### src/design/tx_lane_mask.sv
// Byte-lane enables for one payload dword of a transmit buffer.
// Assumes the caller gives the dword index inside the data region.
`timescale 1ns/100ps
module tx_lane_mask (
    input  wire logic [10:0] dataIdx,
    input  wire logic [1:0]  leadBytes,
    input  wire logic [10:0] bufSize,
    output logic      [3:0]  byteEn
);

    logic [12:0] spanEnd;

    // First byte past the payload, counted from the dword boundary
    assign spanEnd = {11'h000, leadBytes} + {2'h0, bufSize};

    // One comparator pair per lane
    for (genvar lane = 0; lane < 4; lane++) begin : gLane
        logic [12:0] bytePos;
        assign bytePos = {dataIdx, 2'(lane)};
        assign byteEn[lane] = (bytePos >= {11'h000, leadBytes})
                            && (bytePos < spanEnd);
    end

endmodule

### config.mk
export PLATFORM = sky130hd
export DESIGN_NAME = tx_lane_mask
export DESIGN_NICKNAME = d
export VERILOG_FILES = /design/src/design/tx_lane_mask.sv
export SDC_FILE = /design/constraint.sdc
export NUM_CORES = 1
export LEC_CHECK = 0
export ABC_AREA = 0
export ABC_CLOCK_PERIOD_IN_PS = 4300
export BUFFER_PORTS_ARGS = -buffer_cell sky130_fd_sc_hd__buf_4
export CAP_MARGIN = 20
export CORE_MARGIN = 2
export CORE_UTILIZATION = 36
export DETAILED_ROUTE_END_ITERATION = 10
export GPL_ROUTABILITY_DRIVEN = 0
export PLACE_DENSITY = 0.68
export REMOVE_ABC_BUFFERS = 1
export SYNTH_ARGS = -nofsm -noshare
export SYNTH_HDL_FRONTEND = slang
export SYNTH_SLANG_ARGS = --single-unit
### constraint.sdc
create_clock -name vclk -period 4.3
set_input_delay 0.86 -clock vclk [all_inputs]
set_output_delay 0.86 -clock vclk [all_outputs]
set_load 0.1 [all_outputs]
* Yosys cells after proc, flatten, opt, wreduce, memory -nomap -nowiden
Index checks and enable logic that the tools add are counted.
Widths: inputs -> output; s select.
** Operators by class
- $add $sub $neg :: 1
- $lt $le $gt $ge :: 8
- Reductions and logical operators :: 4
** Operators by type and width (count)
- $ge 13x2->1 :: 4
- $lt 13x12->1 :: 4
- $add 2x11->12 :: 1
- $logic_and 1x1->1 :: 4
** Word-level totals
- Bits in registers :: 0
- Input port bits :: 24
- Output and inout port bits :: 4
- Word-level logic and storage cells :: 13

* Longest topological paths before layout
- Depth after elaboration :: 3
- Depth in mapped cells :: 11
- Mapped depth without buffers :: 11

* Worst setup path after synthesis
OpenSTA, ideal clock, no wires.
- Path kind :: input to output
- From :: in leadBytes[0]
- To :: out byteEn[0]
- Arrival :: 4811 ps
- Required time :: 3440 ps
- Setup slack :: -1371 ps
- Stages :: 11
- Path buffers :: 0
- Path through :: ha_1 > fa_1 > nand3_1 > nor2_1 > nand2_1 > xor2_1 > ha_1 > and4b_4 > nand4b_2 > nand4_2 > a211oi_1
** On the way
- Cells in the longest elaborated chain, start to end :: 3
- Elaborated cells on any way between the ends :: 4
- Those cells by class :: add/sub (1); order compare (2); reduce/logical (1)
** RTL lines
- start: declaration :: line 6 : input wire logic [1:0] leadBytes,
- $add 2x11->12 :: line 14 : assign spanEnd = {11'h000, leadBytes} + {2'h0, bufSize};
- $lt 13x12->1 :: line 21 : && (bytePos < spanEnd);
- $logic_and 1x1->1 * :: line 21
- end: declaration :: line 8 : output logic [3:0] byteEn
Every way passes the cells marked *; elsewhere a longest branch is shown, timed or not.

* Final worst setup path
- From :: in leadBytes[0]
- To :: out byteEn[3]
The elaborated chain is that of the path after synthesis.

==> out/qor.txt <==
Post-layout util: 57.98%
Adder-Cell Fraction of Synth Area: 32.44%
Min Hold Slack: 2.155 ns
Sequential power share: 0%
Die X-Extent: 43.55 um
Top delay family on crit path: adder cells
Synth top area share: 28.89%
Mux cell area share after synthesis: 0%
Core Rows: 14
Main combinational cell family by area after synthesis: simple AND/OR/NAND/NOR gates
CP Launch Type: input port
Vias: 631
# port buffers: 28
Worst-Margin Slew: 0.3986 ns
Final hold violations: 0
Detail Route Antenna Nets: 0
Vias in the first global route: 605
Max Slew Vio Count: 0
Switching Fraction: 54.79%
Synth area leaders: ha_1 (29%), xor2_1 (11%), nand3_1 (5.3%)
Vias per cell: 5.440
Xor and xnor fraction of the mapped netlist area: 14.00%
Post-CTS Setup Bufs: 0
CP max-delay cell: fa_2
Max capacitance violation total: 0
Post-CTS Hold Buffers: 0
N_diodes: 0
CLK BUF: 0
# setup viols final: 0
Placed wire-length estimate: 1.251 mm
Pre-antenna DRT Iters: 4
Int Pwr: 0.00004289 W
Synth area leader: ha_1
Hold Crit Class: in2out
Die Span Y: 43.55 um
Sw Pwr: 0.00005198 W
Comb pwr share: 100.0%
Final wirelength: 1.352 mm
Setup crit end kind: primary output
CP bufs+invs: 3
Post-Layout Cell Count: 116
Share of total power in the clock network: 0%
Mapped cell area: 563.0 um2
WL per Instance: 11.66 um
Pleak: 0.4088 nW
Power Density: 109.9 nW/um2
Die area: 1896 um2
Post-Synth Simple-Gate Area: 34.44%
Period minus WS final: 4.165 ns
Hold Crit Endpoint: byteEn[2]
Hold Path Depth: 4
Critical path type: in2out
Sequential cell count: 0
Layout area overhead: 53.33%
Slew HR: 73.18%
Outcome: finished, final reports clean
Fmax: 240.1 MHz
Core footprint: 1489 um2
Largest net degree at the start of global routing: 5
Reg area: 0 um2
GRT overflow: 0
Placed Instances: 116
DRC Markers: 0
Syn avg cell area: 8.160 um2
Critical Path AT: 3.31 ns
Nets: 140
Synth unique cells: 25
Setup tns final: 0 ns
Mapped Cells: 69
Total GRT Usage: 14.69%
Max incr delay on CP: 0.37 ns
Crit share post-route: 96.86%
Layout cells sized above 1: 42.00%
DRC marker count from the first detailed-route iteration: 5
Sequential share of the synthesized area: 0%
Max VDD drop: 49.80 uV
WP data required: 3.44 ns
CP Max Fanout: 4
Fillers: 132
Initial Utilization: 37.82%
First-pass GRT wire length: 2.242 mm
CP Cell Sequence: buf_4 > ha_1 > fa_2 > nand3_2 > nor2_1 > nand2_1 > xor2_1 > ha_1 > and4b_4 > nand4b_2 > nand4_2 > buf_4 > nor2_1 > buf_6
Synth Area in Compound Gates: 16.44%
Synthesis Warnings: 0
Initial antenna violation count: 0
I/O Pins: 28
Hold Startpoint: leadBytes[0]
Area of the multi-input gates: 578.1 um2
==> area by class of cell <==
cell class         count  area share [%]
inverters              4           1.739
well taps             16           2.319
repair buffers        31           28.99
multi-input cells     65           66.96
==> cell families (layout without fill, tap and decap cells) <==
family	count (synthesis)	in the layout
AND/OR/NAND/NOR	30	30
AO/OA/AOI/OAI	12	12
XOR/XNOR	9	9
adder cells (fa/ha/maj)	14	14
buffers and inverters	4	35
==> through the flow <==
step / cell area (um2) / total power (W) / setup WS (ns)
after floorplan: 563.0 / 0.00005455 / -1.371
after global placement: 815.8 / 0.00008796 / 0.02432
final: 863.3 / 0.00009487 / 0.1349
after global routing: 863.3 / 0.0001044 / -0.0008549
after CTS: 819.5 / 0.00009092 / 0.004649
after detailed placement: 815.8 / 0.00009005 / -0.01807
==> routing by layer <==
| layer | vias up | GRT usage, % | share of wire [%] |
|---|---|---|---|
| met4 | 0 | 0 | 0 |
| met1 | 290 | 17.84 | 44 |
| met2 | 16 | 30.00 | 52 |
| met5 | - | 0 | 0 |
| li1 | 325 | - | - |
| met3 | 0 | 0 | 4.3 |
==> cells in the mapped netlist, drive strengths merged, types with 2 or more instances <==
cell type / instances
xnor2: 2
ha: 13
inv: 4
and3: 2
a211oi: 2
nor3: 2
nand2: 7
nor4: 2
a21o: 3
nor2: 2
a21oi: 4
and4: 3
xor2: 7
nand3: 6
==> cells in the final DEF, fill, tap and decap left out, drive strengths merged, types with 2 or more instances in the layout <==
cell type	netlist	routed
nand3	6	6
nor2	2	2
nor4	2	2
ha	13	13
a21oi	4	4
nor3	2	2
a21o	3	3
and4	3	3
inv	4	4
and3	2	2
nand2	7	7
buf	0	30
xor2	7	7
xnor2	2	2
a211oi	2	2
==> worst max-delay path by stage <==
stage | start | end | slack, ns | cells after the start
after floorplan | leadBytes[0] | byteEn[0] | -1.37 | 11
after CTS | leadBytes[0] | byteEn[2] | 0.005 | 13
after global placement | leadBytes[0] | byteEn[2] | 0.02 | 13
after global routing | leadBytes[1] | byteEn[2] | -0.0009 | 13
final | leadBytes[0] | byteEn[3] | 0.13 | 14
after detailed placement | leadBytes[0] | byteEn[2] | -0.02 | 13
==> repair_timing <==
action                     4_1_cts  5_1_grt
setup endpoints to repair        1        4
gates resized for setup          1       11
pin swaps                        0        5
==> power by group through the flow <==
| stage | clock (W) | sequential [W] | combinational, W |
|---|---|---|---|
| floorplan | 0 | 0 | 0.0000545 |
| global placement | 0 | 0 | 0.0000880 |
| detailed placement | 0 | 0 | 0.0000900 |
| CTS | 0 | 0 | 0.0000909 |
| global route | 0 | 0 | 0.000104 |
| finish | 0 | 0 | 0.0000949 |
Note: power is estimated with default switching activity, not from simulation.
